<file path="src/ihs_params.svh">
`ifndef IHS_PARAMS_SVH
`define IHS_PARAMS_SVH

// register offsets
`define IHS_OFS_BUF    2'h0
`define IHS_OFS_RELOAD 2'h1
`define IHS_OFS_CTRL   2'h2
`define IHS_OFS_STAT   2'h3
// reset values
`define IHS_RELOAD_RST 8'h09
`define IHS_BYTE_RST   8'h00
`define IHS_REQ_RST    5'h00
`define IHS_CNT_ZERO   8'h00
// control bit positions
`define IHS_REQ_START  0
`define IHS_REQ_RESTRT 1
`define IHS_REQ_STOP   2
`define IHS_REQ_RECV   3
`define IHS_REQ_ACK    4
`define IHS_ACK_VALUE  5
// status bit positions
`define IHS_ST_FULL    0
`define IHS_ST_WRCOL   1
`define IHS_ST_ACKRX   2
`define IHS_ST_EVENT   3
`define IHS_ST_BCOL    4
`define IHS_ST_START   5
`define IHS_ST_STOP    6
// bit counts within a byte
`define IHS_FIRST_BIT  4'h0
`define IHS_LAST_BIT   4'h7
`define IHS_ACK_BIT    4'h8
`endif

</file>
<file path="src/ihs_pkg.sv">
`default_nettype none
package ihs_pkg;
  typedef enum logic [3:0] {
    ST_IDLE, ST_START1, ST_START2, ST_R1, ST_R2, ST_R3, ST_TXLOW, ST_TXHIGH,
    ST_RXLOW, ST_RXHIGH, ST_A1, ST_A2, ST_P1, ST_P2, ST_P3
  } ihs_state_type;
endpackage
`default_nettype wire

</file>
<file path="src/ihs_host_sequencer.sv">
`include "ihs_params.svh"
`default_nettype none
module ihs_host_sequencer (
  input  wire logic       clock,
  input  wire logic       srst,
  input  wire logic [1:0] addr,
  input  wire logic [7:0] wdata,
  input  wire logic       wr,
  input  wire logic       rd,
  output var  logic [7:0] rdata,
  input  wire logic       scl_in,
  input  wire logic       sda_in,
  output var  logic       scl_oe,
  output var  logic       sda_oe
);
  // ==========================================================
  // pin synchronisers
  logic [1:0] scl_sync_q;
  logic [1:0] sda_sync_q;
  wire        scl_s = scl_sync_q[1];
  wire        sda_s = sda_sync_q[1];

  // two flops per pin before any logic looks at it
  always_ff @(posedge clock) begin
    scl_sync_q <= {scl_sync_q[0], scl_in};
    sda_sync_q <= {sda_sync_q[0], sda_in};
  end

  // ==========================================================
  // registers and state
  ihs_pkg::ihs_state_type st_q, st_d;
  logic [7:0] tx_rx_buffer_q;
  logic [7:0] baud_reload_value_q;
  logic [4:0] req_q;
  logic       ack_value_to_send_q;
  logic       buffer_full_flag_q;
  logic       write_collision_flag_q;
  logic       received_ack_status_q;
  logic       serial_event_flag_q;
  logic       bus_collision_flag_q;
  logic       start_seen_q;
  logic       stop_seen_q;
  logic [7:0] cnt_q, cnt_d;
  logic       armed_q, armed_d;
  logic [3:0] bit_q, bit_d;
  logic [7:0] shift_q, shift_d;
  logic       scl_d, sda_d;
  logic [7:0] rd_mux;
  logic       enter, arm_ok, collide;
  logic       ev_set, ss_set, ps_set, ack_ld, full_clr, rx_done;
  logic [4:0] clr_req;

  // ==========================================================
  // bus decode
  wire busy      = (st_q != ihs_pkg::ST_IDLE) || (|req_q);
  wire wr_buf    = wr && (addr == `IHS_OFS_BUF);
  wire wr_ctrl   = wr && (addr == `IHS_OFS_CTRL);
  wire wr_stat   = wr && (addr == `IHS_OFS_STAT);
  wire buf_ok    = wr_buf && !busy;
  wire buf_col   = wr_buf && busy;
  wire ctrl_ok   = wr_ctrl && !busy;
  wire tmo       = armed_q && (cnt_q == `IHS_CNT_ZERO);
  wire rise      = !armed_q && arm_ok;
  wire [7:0] w1c = wr_stat ? wdata : `IHS_BYTE_RST;

  // read mux
  always_comb begin
    case (addr)
      `IHS_OFS_BUF:    rd_mux = tx_rx_buffer_q;
      `IHS_OFS_RELOAD: rd_mux = baud_reload_value_q;
      `IHS_OFS_CTRL:   rd_mux = {2'h0, ack_value_to_send_q, req_q};
      default:         rd_mux = {1'h0, stop_seen_q, start_seen_q, bus_collision_flag_q, serial_event_flag_q,
                                 received_ack_status_q, write_collision_flag_q, buffer_full_flag_q};
    endcase
  end

  // condition that lets the counter start in each state
  always_comb begin
    case (st_q)
      ihs_pkg::ST_R1:     arm_ok = !scl_s;
      ihs_pkg::ST_P1:     arm_ok = !sda_s;
      ihs_pkg::ST_P3:     arm_ok = sda_s && scl_s;
      ihs_pkg::ST_IDLE:   arm_ok = 1'b0;
      ihs_pkg::ST_TXHIGH, ihs_pkg::ST_RXHIGH,
      ihs_pkg::ST_R2, ihs_pkg::ST_A2,
      ihs_pkg::ST_P2:     arm_ok = scl_s;
      default:            arm_ok = 1'b1;
    endcase
  end

  // ==========================================================
  // sequencer
  always_comb begin
    st_d = st_q;
    bit_d = bit_q;
    shift_d = shift_q;
    scl_d = scl_oe;
    sda_d = sda_oe;
    enter = 1'b0;
    collide = 1'b0;
    ev_set = 1'b0;
    ss_set = 1'b0;
    ps_set = 1'b0;
    ack_ld = 1'b0;
    full_clr = 1'b0;
    rx_done = 1'b0;
    clr_req = `IHS_REQ_RST;
    armed_d = armed_q;
    cnt_d = cnt_q;
    // counter runs from reload down to zero, held at reload while waiting
    if (tmo) begin
      cnt_d = cnt_q;
    end else if (armed_q) begin
      cnt_d = cnt_q - 8'h01;
    end else begin
      cnt_d = baud_reload_value_q;
      armed_d = arm_ok;
    end
    case (st_q)
      ihs_pkg::ST_IDLE: begin
        armed_d = 1'b0;
        if (req_q[`IHS_REQ_START]) begin
          if (scl_s && sda_s) begin
            st_d = ihs_pkg::ST_START1;
            enter = 1'b1;
          end else begin
            collide = 1'b1;
          end
        end else if (req_q[`IHS_REQ_RESTRT]) begin
          scl_d = 1'b1;
          st_d = ihs_pkg::ST_R1;
          enter = 1'b1;
        end else if (req_q[`IHS_REQ_STOP]) begin
          sda_d = 1'b1;
          st_d = ihs_pkg::ST_P1;
          enter = 1'b1;
        end else if (req_q[`IHS_REQ_RECV]) begin
          scl_d = 1'b1;
          sda_d = 1'b0;
          bit_d = `IHS_FIRST_BIT;
          st_d = ihs_pkg::ST_RXLOW;
          enter = 1'b1;
        end else if (req_q[`IHS_REQ_ACK]) begin
          scl_d = 1'b1;
          sda_d = !ack_value_to_send_q;
          st_d = ihs_pkg::ST_A1;
          enter = 1'b1;
        end else if (buf_ok) begin
          scl_d = 1'b1;
          shift_d = wdata;
          bit_d = `IHS_FIRST_BIT;
          st_d = ihs_pkg::ST_TXLOW;
          enter = 1'b1;
        end
      end
      ihs_pkg::ST_START1: begin
        if (!scl_s) begin
          collide = 1'b1;
        end else if (tmo) begin
          if (sda_s) begin
            sda_d = 1'b1;
            ss_set = 1'b1;
            st_d = ihs_pkg::ST_START2;
            enter = 1'b1;
          end else begin
            collide = 1'b1;
          end
        end
      end
      ihs_pkg::ST_START2: if (tmo) begin
        clr_req[`IHS_REQ_START] = 1'b1;
        ev_set = 1'b1;
        st_d = ihs_pkg::ST_IDLE;
      end
      ihs_pkg::ST_R1: begin
        if (rise) begin
          sda_d = 1'b0;
        end
        if (tmo) begin
          if (sda_s) begin
            scl_d = 1'b0;
            st_d = ihs_pkg::ST_R2;
            enter = 1'b1;
          end else begin
            collide = 1'b1;
          end
        end
      end
      ihs_pkg::ST_R2: begin
        if ((rise && !sda_s) || (armed_q && !scl_s)) begin
          collide = 1'b1;
        end else if (tmo) begin
          sda_d = 1'b1;
          ss_set = 1'b1;
          st_d = ihs_pkg::ST_R3;
          enter = 1'b1;
        end
      end
      ihs_pkg::ST_R3: if (tmo) begin
        scl_d = 1'b1;
        clr_req[`IHS_REQ_RESTRT] = 1'b1;
        ev_set = 1'b1;
        st_d = ihs_pkg::ST_IDLE;
      end
      ihs_pkg::ST_TXLOW, ihs_pkg::ST_RXLOW: begin
        // next bit goes out one cycle after the clock fell, never on the same edge
        if (st_q == ihs_pkg::ST_TXLOW && !armed_q) begin
          sda_d = (bit_q == `IHS_ACK_BIT) ? 1'b0 : !shift_q[7];
        end
        if (tmo) begin
          scl_d = 1'b0;
          st_d = (st_q == ihs_pkg::ST_TXLOW) ? ihs_pkg::ST_TXHIGH : ihs_pkg::ST_RXHIGH;
          enter = 1'b1;
        end
      end
      ihs_pkg::ST_TXHIGH: begin
        if (rise && (bit_q == `IHS_ACK_BIT)) begin
          ack_ld = 1'b1;
        end
        if (tmo) begin
          scl_d = 1'b1;
          if (bit_q == `IHS_ACK_BIT) begin
            ev_set = 1'b1;
            st_d = ihs_pkg::ST_IDLE;
          end else begin
            bit_d = bit_q + 4'h1;
            shift_d = {shift_q[6:0], 1'b0};
            full_clr = (bit_q == `IHS_LAST_BIT);
            st_d = ihs_pkg::ST_TXLOW;
            enter = 1'b1;
          end
        end
      end
      ihs_pkg::ST_RXHIGH: begin
        if (rise) begin
          shift_d = {shift_q[6:0], sda_s};
        end
        if (tmo) begin
          scl_d = 1'b1;
          if (bit_q == `IHS_LAST_BIT) begin
            rx_done = 1'b1;
            clr_req[`IHS_REQ_RECV] = 1'b1;
            ev_set = 1'b1;
            st_d = ihs_pkg::ST_IDLE;
          end else begin
            bit_d = bit_q + 4'h1;
            st_d = ihs_pkg::ST_RXLOW;
            enter = 1'b1;
          end
        end
      end
      ihs_pkg::ST_A1: if (tmo) begin
        scl_d = 1'b0;
        st_d = ihs_pkg::ST_A2;
        enter = 1'b1;
      end
      ihs_pkg::ST_A2: if (tmo) begin
        scl_d = 1'b1;
        clr_req[`IHS_REQ_ACK] = 1'b1;
        ev_set = 1'b1;
        st_d = ihs_pkg::ST_IDLE;
      end
      ihs_pkg::ST_P1: if (tmo) begin
        scl_d = 1'b0;
        st_d = ihs_pkg::ST_P2;
        enter = 1'b1;
      end
      ihs_pkg::ST_P2: if (tmo) begin
        sda_d = 1'b0;
        st_d = ihs_pkg::ST_P3;
        enter = 1'b1;
      end
      ihs_pkg::ST_P3: begin
        ps_set = rise;
        if (tmo) begin
          clr_req[`IHS_REQ_STOP] = 1'b1;
          ev_set = 1'b1;
          st_d = ihs_pkg::ST_IDLE;
        end
      end
      default: st_d = ihs_pkg::ST_IDLE;
    endcase
    // a collision drops both lines and every request
    if (collide) begin
      scl_d = 1'b0;
      sda_d = 1'b0;
      clr_req = 5'h1F;
      full_clr = 1'b1;
      st_d = ihs_pkg::ST_IDLE;
    end
    if (enter) begin
      cnt_d = baud_reload_value_q;
      armed_d = 1'b0;
    end
  end

  // ==========================================================
  // state, counter and pin drivers
  always_ff @(posedge clock) begin
    if (srst) begin
      st_q <= ihs_pkg::ST_IDLE;
      cnt_q <= `IHS_CNT_ZERO;
      armed_q <= 1'b0;
      bit_q <= `IHS_FIRST_BIT;
      shift_q <= `IHS_BYTE_RST;
      scl_oe <= 1'b0;
      sda_oe <= 1'b0;
    end else begin
      st_q <= st_d;
      cnt_q <= cnt_d;
      armed_q <= armed_d;
      bit_q <= bit_d;
      shift_q <= shift_d;
      scl_oe <= scl_d;
      sda_oe <= sda_d;
    end
  end

  // software registers; requests only accepted while nothing is running
  always_ff @(posedge clock) begin
    if (srst) begin
      tx_rx_buffer_q <= `IHS_BYTE_RST;
      baud_reload_value_q <= `IHS_RELOAD_RST;
      req_q <= `IHS_REQ_RST;
      ack_value_to_send_q <= 1'b0;
      rdata <= `IHS_BYTE_RST;
    end else begin
      if (buf_ok) tx_rx_buffer_q <= wdata;
      else if (rx_done) tx_rx_buffer_q <= shift_q;
      if (wr && (addr == `IHS_OFS_RELOAD)) baud_reload_value_q <= wdata;
      req_q <= (ctrl_ok ? wdata[4:0] : req_q) & ~clr_req;
      if (wr_ctrl) ack_value_to_send_q <= wdata[`IHS_ACK_VALUE];
      rdata <= rd ? rd_mux : `IHS_BYTE_RST;
    end
  end

  // status flags: hardware set wins over a write-one clear
  always_ff @(posedge clock) begin
    if (srst) begin
      buffer_full_flag_q <= 1'b0;
      write_collision_flag_q <= 1'b0;
      received_ack_status_q <= 1'b0;
      serial_event_flag_q <= 1'b0;
      bus_collision_flag_q <= 1'b0;
      start_seen_q <= 1'b0;
      stop_seen_q <= 1'b0;
    end else begin
      buffer_full_flag_q <= buf_ok || rx_done ||
                            (buffer_full_flag_q && !full_clr && !(rd && (addr == `IHS_OFS_BUF)));
      write_collision_flag_q <= buf_col || (write_collision_flag_q && !w1c[`IHS_ST_WRCOL]);
      if (ack_ld) received_ack_status_q <= sda_s;
      serial_event_flag_q <= ev_set || (serial_event_flag_q && !w1c[`IHS_ST_EVENT]);
      bus_collision_flag_q <= collide || (bus_collision_flag_q && !w1c[`IHS_ST_BCOL]);
      start_seen_q <= ss_set || (start_seen_q && !w1c[`IHS_ST_START]);
      stop_seen_q <= ps_set || (stop_seen_q && !w1c[`IHS_ST_STOP]);
    end
  end

  // ==========================================================
  // assertions
  a_write_collision_flag_on_busy: assert property (@(posedge clock) disable iff (srst)
    buf_col |=> write_collision_flag_q && $stable(tx_rx_buffer_q)) else $error("busy write not refused");
  a_ctrl_held: assert property (@(posedge clock) disable iff (srst)
    (wr_ctrl && req_q[`IHS_REQ_START]) |=> req_q[`IHS_REQ_START]) else $error("start request lost");
  a_start_low: assert property (@(posedge clock) disable iff (srst)
    (st_q == ihs_pkg::ST_START1 && tmo && scl_s && sda_s) |=> sda_oe && start_seen_q && !scl_oe)
    else $error("start did not drive data low");
  a_start_coll: assert property (@(posedge clock) disable iff (srst)
    (st_q == ihs_pkg::ST_IDLE && req_q[`IHS_REQ_START] && (!scl_s || !sda_s))
    |=> bus_collision_flag_q && req_q == `IHS_REQ_RST && !sda_oe && !scl_oe) else $error("start collision missed");
  a_high_wait: assert property (@(posedge clock) disable iff (srst)
    (st_q == ihs_pkg::ST_TXHIGH && !armed_q && !scl_s) |=> cnt_q == baud_reload_value_q && !armed_q)
    else $error("counter ran with clock held low");
  a_ack_drive: assert property (@(posedge clock) disable iff (srst)
    (st_q == ihs_pkg::ST_A1) |-> scl_oe && (sda_oe == !ack_value_to_send_q)) else $error("ack value not driven");
  a_byte_end: assert property (@(posedge clock) disable iff (srst)
    (st_q == ihs_pkg::ST_TXHIGH && tmo && bit_q == `IHS_ACK_BIT)
    |=> serial_event_flag_q && scl_oe && st_q == ihs_pkg::ST_IDLE [*2]) else $error("ninth clock end wrong");
  a_bf_clear: assert property (@(posedge clock) disable iff (srst)
    (st_q == ihs_pkg::ST_TXHIGH && tmo && bit_q == `IHS_LAST_BIT) |=> !buffer_full_flag_q ##1 !sda_oe)
    else $error("eighth bit end wrong");
  a_stop_done: assert property (@(posedge clock) disable iff (srst)
    (st_q == ihs_pkg::ST_P3 && tmo) |=> !req_q[`IHS_REQ_STOP] && serial_event_flag_q && !sda_oe)
    else $error("stop did not finish");
  a_tx_start: assert property (@(posedge clock) disable iff (srst)
    buf_ok |=> buffer_full_flag_q && scl_oe && st_q == ihs_pkg::ST_TXLOW) else $error("write did not start");
  c_start: cover property (@(posedge clock) st_q == ihs_pkg::ST_START2 && tmo);
  c_byte: cover property (@(posedge clock) st_q == ihs_pkg::ST_TXHIGH && tmo && bit_q == `IHS_ACK_BIT);
  c_stop: cover property (@(posedge clock) ps_set);
  c_coll: cover property (@(posedge clock) collide);
endmodule // ihs_host_sequencer
`default_nettype wire

</file>
<file path="config.mk">
export PLATFORM = sky130hd
export DESIGN_NAME = ihs_host_sequencer
export DESIGN_NICKNAME = d
export VERILOG_FILES = /design/src/ihs_pkg.sv /design/src/ihs_host_sequencer.sv
export VERILOG_INCLUDE_DIRS = /design/src
export SDC_FILE = /design/constraint.sdc
export NUM_CORES = 1
export LEC_CHECK = 0
export BUFFER_PORTS_ARGS = -buffer_cell sky130_fd_sc_hd__buf_4
export CORE_MARGIN = 2
export CORE_UTILIZATION = 45
export CTS_CLUSTER_SIZE = 10
export DETAILED_ROUTE_END_ITERATION = 10
export GPL_ROUTABILITY_DRIVEN = 0
export GPL_TIMING_DRIVEN = 0
export HOLD_SLACK_MARGIN = 0.03
export RECOVER_POWER = 100
export SETUP_SLACK_MARGIN = 0.02
export SLEW_MARGIN = 10
export SYNTH_ARGS = -nofsm -noshare
export SYNTH_HDL_FRONTEND = slang
export SYNTH_SLANG_ARGS = --single-unit
</file>
<file path="constraint.sdc">
create_clock -name clock -period 2.7 [get_ports clock]
set_input_delay 0.135 -clock clock [delete_from_list [all_inputs] [get_ports clock]]
set_output_delay 0.135 -clock clock [all_outputs]
set_load 0.01 [all_outputs]
</file>
# After elaboration in Yosys (flattened, before gate mapping)
# Cells that the tools add are included.
# Widths: inputs -> output; s select.
[classes]
muxes = 123
reduce_logical = 67
bitwise = 3
add_sub_neg = 2
eq_ne = 54
[op_table]
columns = ["cell", "n"]
rows = [
  ["$mux 4", 33],
  ["$mux 8", 14],
  ["$mux 1", 61],
  ["$ne 2x2->1 const B", 25],
  ["$pmux 8 s3", 2],
  ["$pmux 4 s11", 1],
  ["$eq 4x4->1 const B", 8],
  ["$logic_and 1x1->1", 22],
  ["$eq 4x3->1 const B", 5],
  ["$reduce_and 10->1", 2],
  ["$reduce_and 16->1", 1],
  ["$reduce_or 5->1", 3],
  ["$logic_not 1->1", 13],
  ["$ne 3x3->1 const B", 4],
  ["$pmux 4 s3", 1],
  ["$reduce_and 12->1", 1],
  ["$reduce_or 4->1", 3],
  ["$mux 5", 2],
  ["$logic_or 1x1->1", 9],
  ["$eq 4x2->1 const B", 2],
  ["$logic_not 8->1", 1],
  ["$pmux 1 s4", 2],
  ["$reduce_and 8->1", 1],
  ["$reduce_bool 4->1", 2],
  ["other kinds (26)", 31],
]
[totals]
in_bits = 16
reg_bits = 68
out_inout_bits = 10
wordCells = 270

# Longest topological paths before layout
[depth]
word_depth = 13
mapped_depth = 10
mapped_depth_nobuf = 8

# Worst setup path before layout
# OpenSTA, ideal clock, no wires.
[synth_path]
kind = "register to register"
startpoint = "reg cnt_q[0]"
endpoint = "reg sda_oe"
path_stages_with_launch = 10
path_slack_ns = 0.483
path_buffers = 1
period_less_slack_ns = 2.217
t_arrival_ns = 2.146
cell_sequence = "dfxtp_1 > inv_1 > ha_1 > nand2b_1 > or4b_1 > buf_2 > a32oi_4 > o22ai_1 > or4b_1 > a21oi_1"
[synth_between]
elab_chain_cells = 6
word_cells_on_any_way = 10
[synth_rtl]
columns = ["item", "line_no", "rtl"]
rows = [
  ["start, declared", "ihs_host_sequencer.sv:43", "logic [7:0] cnt_q, cnt_d;"],
  ["start signal, assigned", "ihs_host_sequencer.sv:302", "cnt_q <= `IHS_CNT_ZERO;"],
  ["start signal, assigned", "ihs_host_sequencer.sv:310", "cnt_q <= cnt_d;"],
  ["$logic_not 8->1 (no source line) *", "n/a", ""],
  ["$logic_and 1x1->1 *", "ihs_host_sequencer.sv:62", "wire tmo = armed_q && (cnt_q == `IHS_CNT_ZERO);"],
  ["$mux 1", "ihs_host_sequencer.sv:179", "if (tmo) begin"],
  ["$mux 1", "ihs_host_sequencer.sv:157", "if (!scl_s) begin"],
  ["$pmux 1 s4", "ihs_host_sequencer.sv:119", "case (st_q)"],
  ["$reduce_or 2->1 (no source line)", "n/a", ""],
  ["end signal, assigned", "ihs_host_sequencer.sv:307", "sda_oe <= 1'b0;"],
  ["end signal, assigned", "ihs_host_sequencer.sv:315", "sda_oe <= sda_d;"],
  ["end, declared", "ihs_host_sequencer.sv:14", "output var logic sda_oe"],
]
# Mark *: on every way between the ends. The rest lies on a longest branch, timed or not.
# A chain may end at the register's enable or synchronous reset.

# Worst setup path after layout
# Ends and elaborated chain as after synthesis.

==> flow_summary.toml <==
[die]
die_x_microns = 97.0
die_h_microns = 97.0
coreArea_sq_um = 8300
io_pins = 26
core.rowCount = 33
die_area_sq_um = 9410
initial_utilization_pct = 46.9

[sta]
max_freq_mhz = 390
max_slew_margin_pct = 44.5
fin_crit_ns = 2.56
hold_viol = 0
worstMarginPinSlew_ns = 0.831
final_max_slew_viol_count = 0
setup_viol = 0
skew_ns = 0.0126
timing.final.crit_share_pct = 94.9
layout_setup_ws_ns = 0.139
rsz0062_at_grt = "true"

[logic_synthesis]
syn_nets = 482
seq_area_frac_synth_pct = 35.0
synth_warnings = 0
synth_edf_count = 0
avgSynthCellArea_sq_um = 8.41
syn_inst = 463
async_reset_ff_share_pct = 0
synth_area_sq_um = 3890
synth-main-ff-cell = "dfxtp_1"
synth.distinct_cells = 66
ys_ff_latch = 68

[power]
power_density_nw_per_um2 = 968
leakage_nw = 1.68
ir_drop_uv = 398

[route]
drc = 0
wirelength_mm = 11.8
routedWlPerCell_microns = 19.4
viasPerCell = 6.25
ant_nets = 0
dr_total_vias = 3806
drt-pass1-iter-count = 5
drt_iter0_drc = 342

[clock_network]
cts_tree = "built"
cts_buffers = 9
cts_num_sinks = 68
clkSlewWorstSetupHoldPaths_ns = 0.08
cts-htree-levels = 3
clock-root-buffer = "clkbuf_8"
cts_buffer_depth = 2
post_cts_buffers = 0
clk_latency_ns = 0.36

[worst_hold_path]
worst_hold_path_type = "in2reg"

[final_layout]
num-fill-cells = 806
fin_area_sq_um = 4440
layout.nets = 518
drive_gt1_share_pct = 13.5
diodes = 0
final_cell_mix = "68 x dfxtp_1, 64 x nor2_1, 34 x nand2_1"
area_growth_syn_to_layout_pct = 14.1
final_common_cell = "dfxtp_1"
finalNonFillerCells = 609

[critical_path]
r2r_setup_slack_ns = 0.14
slowest_stage = "or4b_1"
path_common_cell = "or4b_1"
reg2reg_depth = 9
path_delay_family = "simple AND/OR/NAND/NOR gates"
timing.rr.start = "cnt_q[0]"
crit_required_ns = 2.99
crit_chain = "inv_1 > ha_1 > nand2b_1 > or4b_1 > buf_2 > a32oi_4 > o22ai_1 > or4b_1 > a21oi_1"
cp.depth = 9
cp-start-kind = "flop"
cp.arrival_ns = 2.85
r2r-end = "sda_oe"
max_stage_delay_ns = 0.52
setup.worst_path.class = "reg2reg"
path_buf_inv = 2
cp_max_fo = 7
cp-endpoint = "sda_oe"
startpoint = "cnt_q[0]"
endpoint_kind = "flop"

[global_routing]
track_usage_pct = 25.6
grt_pass1_vias = 3558
grt_max_degree = 13
antenna_found_initial = 0
grt_first_pass_wirelength_mm = 19.2
overflow = 0

[place]
dp_hpwl_mm = 8.73
port_buffers = 24
dpl-instance-area_sq_um = 4210
pre_cts_slack_ns = -0.119
dp_cells = 592

[run_status]
outcome = "finished clean"

[flow_run]
drv_cap = 0
-- worst min path at each step --
| stage | startpoint | end | slack, ns | cells past startpoint |
|---|---|---|---|---|
| after global placement | scl_in | scl_sync_q[0] | 0.24 | 1 |
| final | wdata[7] | baud_reload_value_q[7] | 0.07 | 3 |
| after floorplan | scl_in | scl_sync_q[0] | 0.16 | 0 |
| after global routing | wdata[7] | baud_reload_value_q[7] | 0.08 | 3 |
| after CTS | wdata[7] | baud_reload_value_q[7] | 0.07 | 3 |
| after detailed placement | scl_in | scl_sync_q[0] | 0.24 | 1 |
-- timing repair --
item | 4_1_cts | 5_1_grt
endpoints found under the hold margin | 2 | 0
setup endpoints to repair | 27 | 23
resized for setup | 3 | 11
hold buffers | 2 | 0
-- cell families after synthesis --
logic type	after synthesis	synth area share [%]
simple gates	172	22.5
compound gates	124	22.9
flops	68	35.0
buf+inv	50	5.21
mux	37	11.5
xor+xnor	9	2.02
fa+ha+maj	3	0.964
-- cell usage after synthesis (all sizes together), types with 2 or more instances --
| master | number | area, sq um |
|---|---|---|
| mux2 | 2 | 22.5 |
| nor4 | 5 | 46.3 |
| a311oi | 12 | 105 |
| or2 | 6 | 37.5 |
| mux4 | 6 | 135 |
| xor2 | 5 | 43.8 |
| nand4 | 4 | 25.0 |
| a22oi | 8 | 60.1 |
| clkbuf | 22 | 82.6 |
| o221ai | 4 | 35.0 |
| inv | 12 | 45.0 |
| clkinv | 2 | 7.51 |
| nand2 | 34 | 128 |
| a21oi | 26 | 130 |
| nor2b | 11 | 68.8 |
| nor2 | 64 | 240 |
| a2111oi | 2 | 17.5 |
| o32ai | 2 | 17.5 |
| a21boi | 2 | 15.0 |
| a2bb2oi | 2 | 17.5 |
| nand3 | 7 | 35.0 |
| mux2i | 29 | 290 |
| a211oi | 13 | 97.6 |
| buf | 14 | 67.6 |
| and4b | 2 | 20.0 |
| dfxtp | 68 | 1360 |
| a211o | 3 | 26.3 |
| and3 | 3 | 18.8 |
| ha | 3 | 37.5 |
| and3b | 2 | 17.5 |
| o211ai | 5 | 37.5 |
| or4b | 2 | 20.0 |
| nor4b | 2 | 17.5 |
| nor3 | 10 | 50.1 |
| xnor2 | 4 | 35.0 |
| a31oi | 9 | 56.3 |
| or4 | 3 | 22.5 |
| o311ai | 2 | 17.5 |
| o22ai | 5 | 31.3 |
| o21ai | 14 | 70.1 |
| o31ai | 4 | 30.0 |
| nand3b | 4 | 30.0 |
| nand2b | 7 | 43.8 |
-- worst register-to-register path: stages, from the launching register on --
cell and delay, ns:
dfxtp_1 0.33, inv_1 0.12, ha_1 0.20, nand2b_1 0.15, or4b_1 0.48, buf_2 0.20
a32oi_4 0.24, o22ai_1 0.13, or4b_1 0.52, a21oi_1 0.13
-- layout make-up --
cell class	instances	area (sq um)	share of cell area, %
repair buffers	26	159	3.58
clock inverters	6	86.3	1.94
inverters	14	52.6	1.18
clock buffers	10	138	3.10
plain buffers	35	151	3.41
flip-flops and latches	68	1360	30.6
well taps	105	131	2.96
multi-input cells	345	2360	53.2
-- per-stage QoR --
stage	total power, mW	TNS (ns)	hold slack [ns]	utilization (%)
2_1_floorplan	2.76	0	0.163	-
4_1_cts	4.25	0	0.0687	53.8
3_5_place_dp	3.26	-0.859	0.241	50.7
3_3_place_gp	3.25	-1.07	0.240	50.7
6_report	4.30	0	0.0674	53.5
5_1_grt	4.55	0	0.0769	53.5
-- per-layer routing --
layer  GRT usage (%)  vias up  routed length [microns]
met4            5.20        0                      128
li1                -     1800                        -
met1            36.8     1806                     5570
met2            37.9      183                     5040
met5               0        -                        0
met3            8.09       17                     1080
-- flip-flops by register name, summed over array words and instances (netlist names) --
| name | cells |
|---|---|
| rdata | 8 |
| sda_sync_q | 2 |
| scl_oe | 1 |
| armed_q | 1 |
| bus_collision_flag_q | 1 |
| buffer_full_flag_q | 1 |
| received_ack_status_q | 1 |
| scl_sync_q | 2 |
| write_collision_flag_q | 1 |
| tx_rx_buffer_q | 8 |
| start_seen_q | 1 |
| ack_value_to_send_q | 1 |
| serial_event_flag_q | 1 |
| sda_oe | 1 |
| stop_seen_q | 1 |
| st_q | 4 |
| shift_q | 8 |
| cnt_q | 8 |
| baud_reload_value_q | 8 |
| bit_q | 4 |
| req_q | 5 |
-- report_power, final --
group / total (mW) / switching, mW / leakage [nW] / internal [mW]
clock network: 0.965 / 0.420 / 0.113 / 0.545
logic: 2.01 / 1.23 / 1.01 / 0.778
registers: 1.32 / 0.148 / 0.555 / 1.18
No activity file was read; power rests on OpenSTA's default activity.
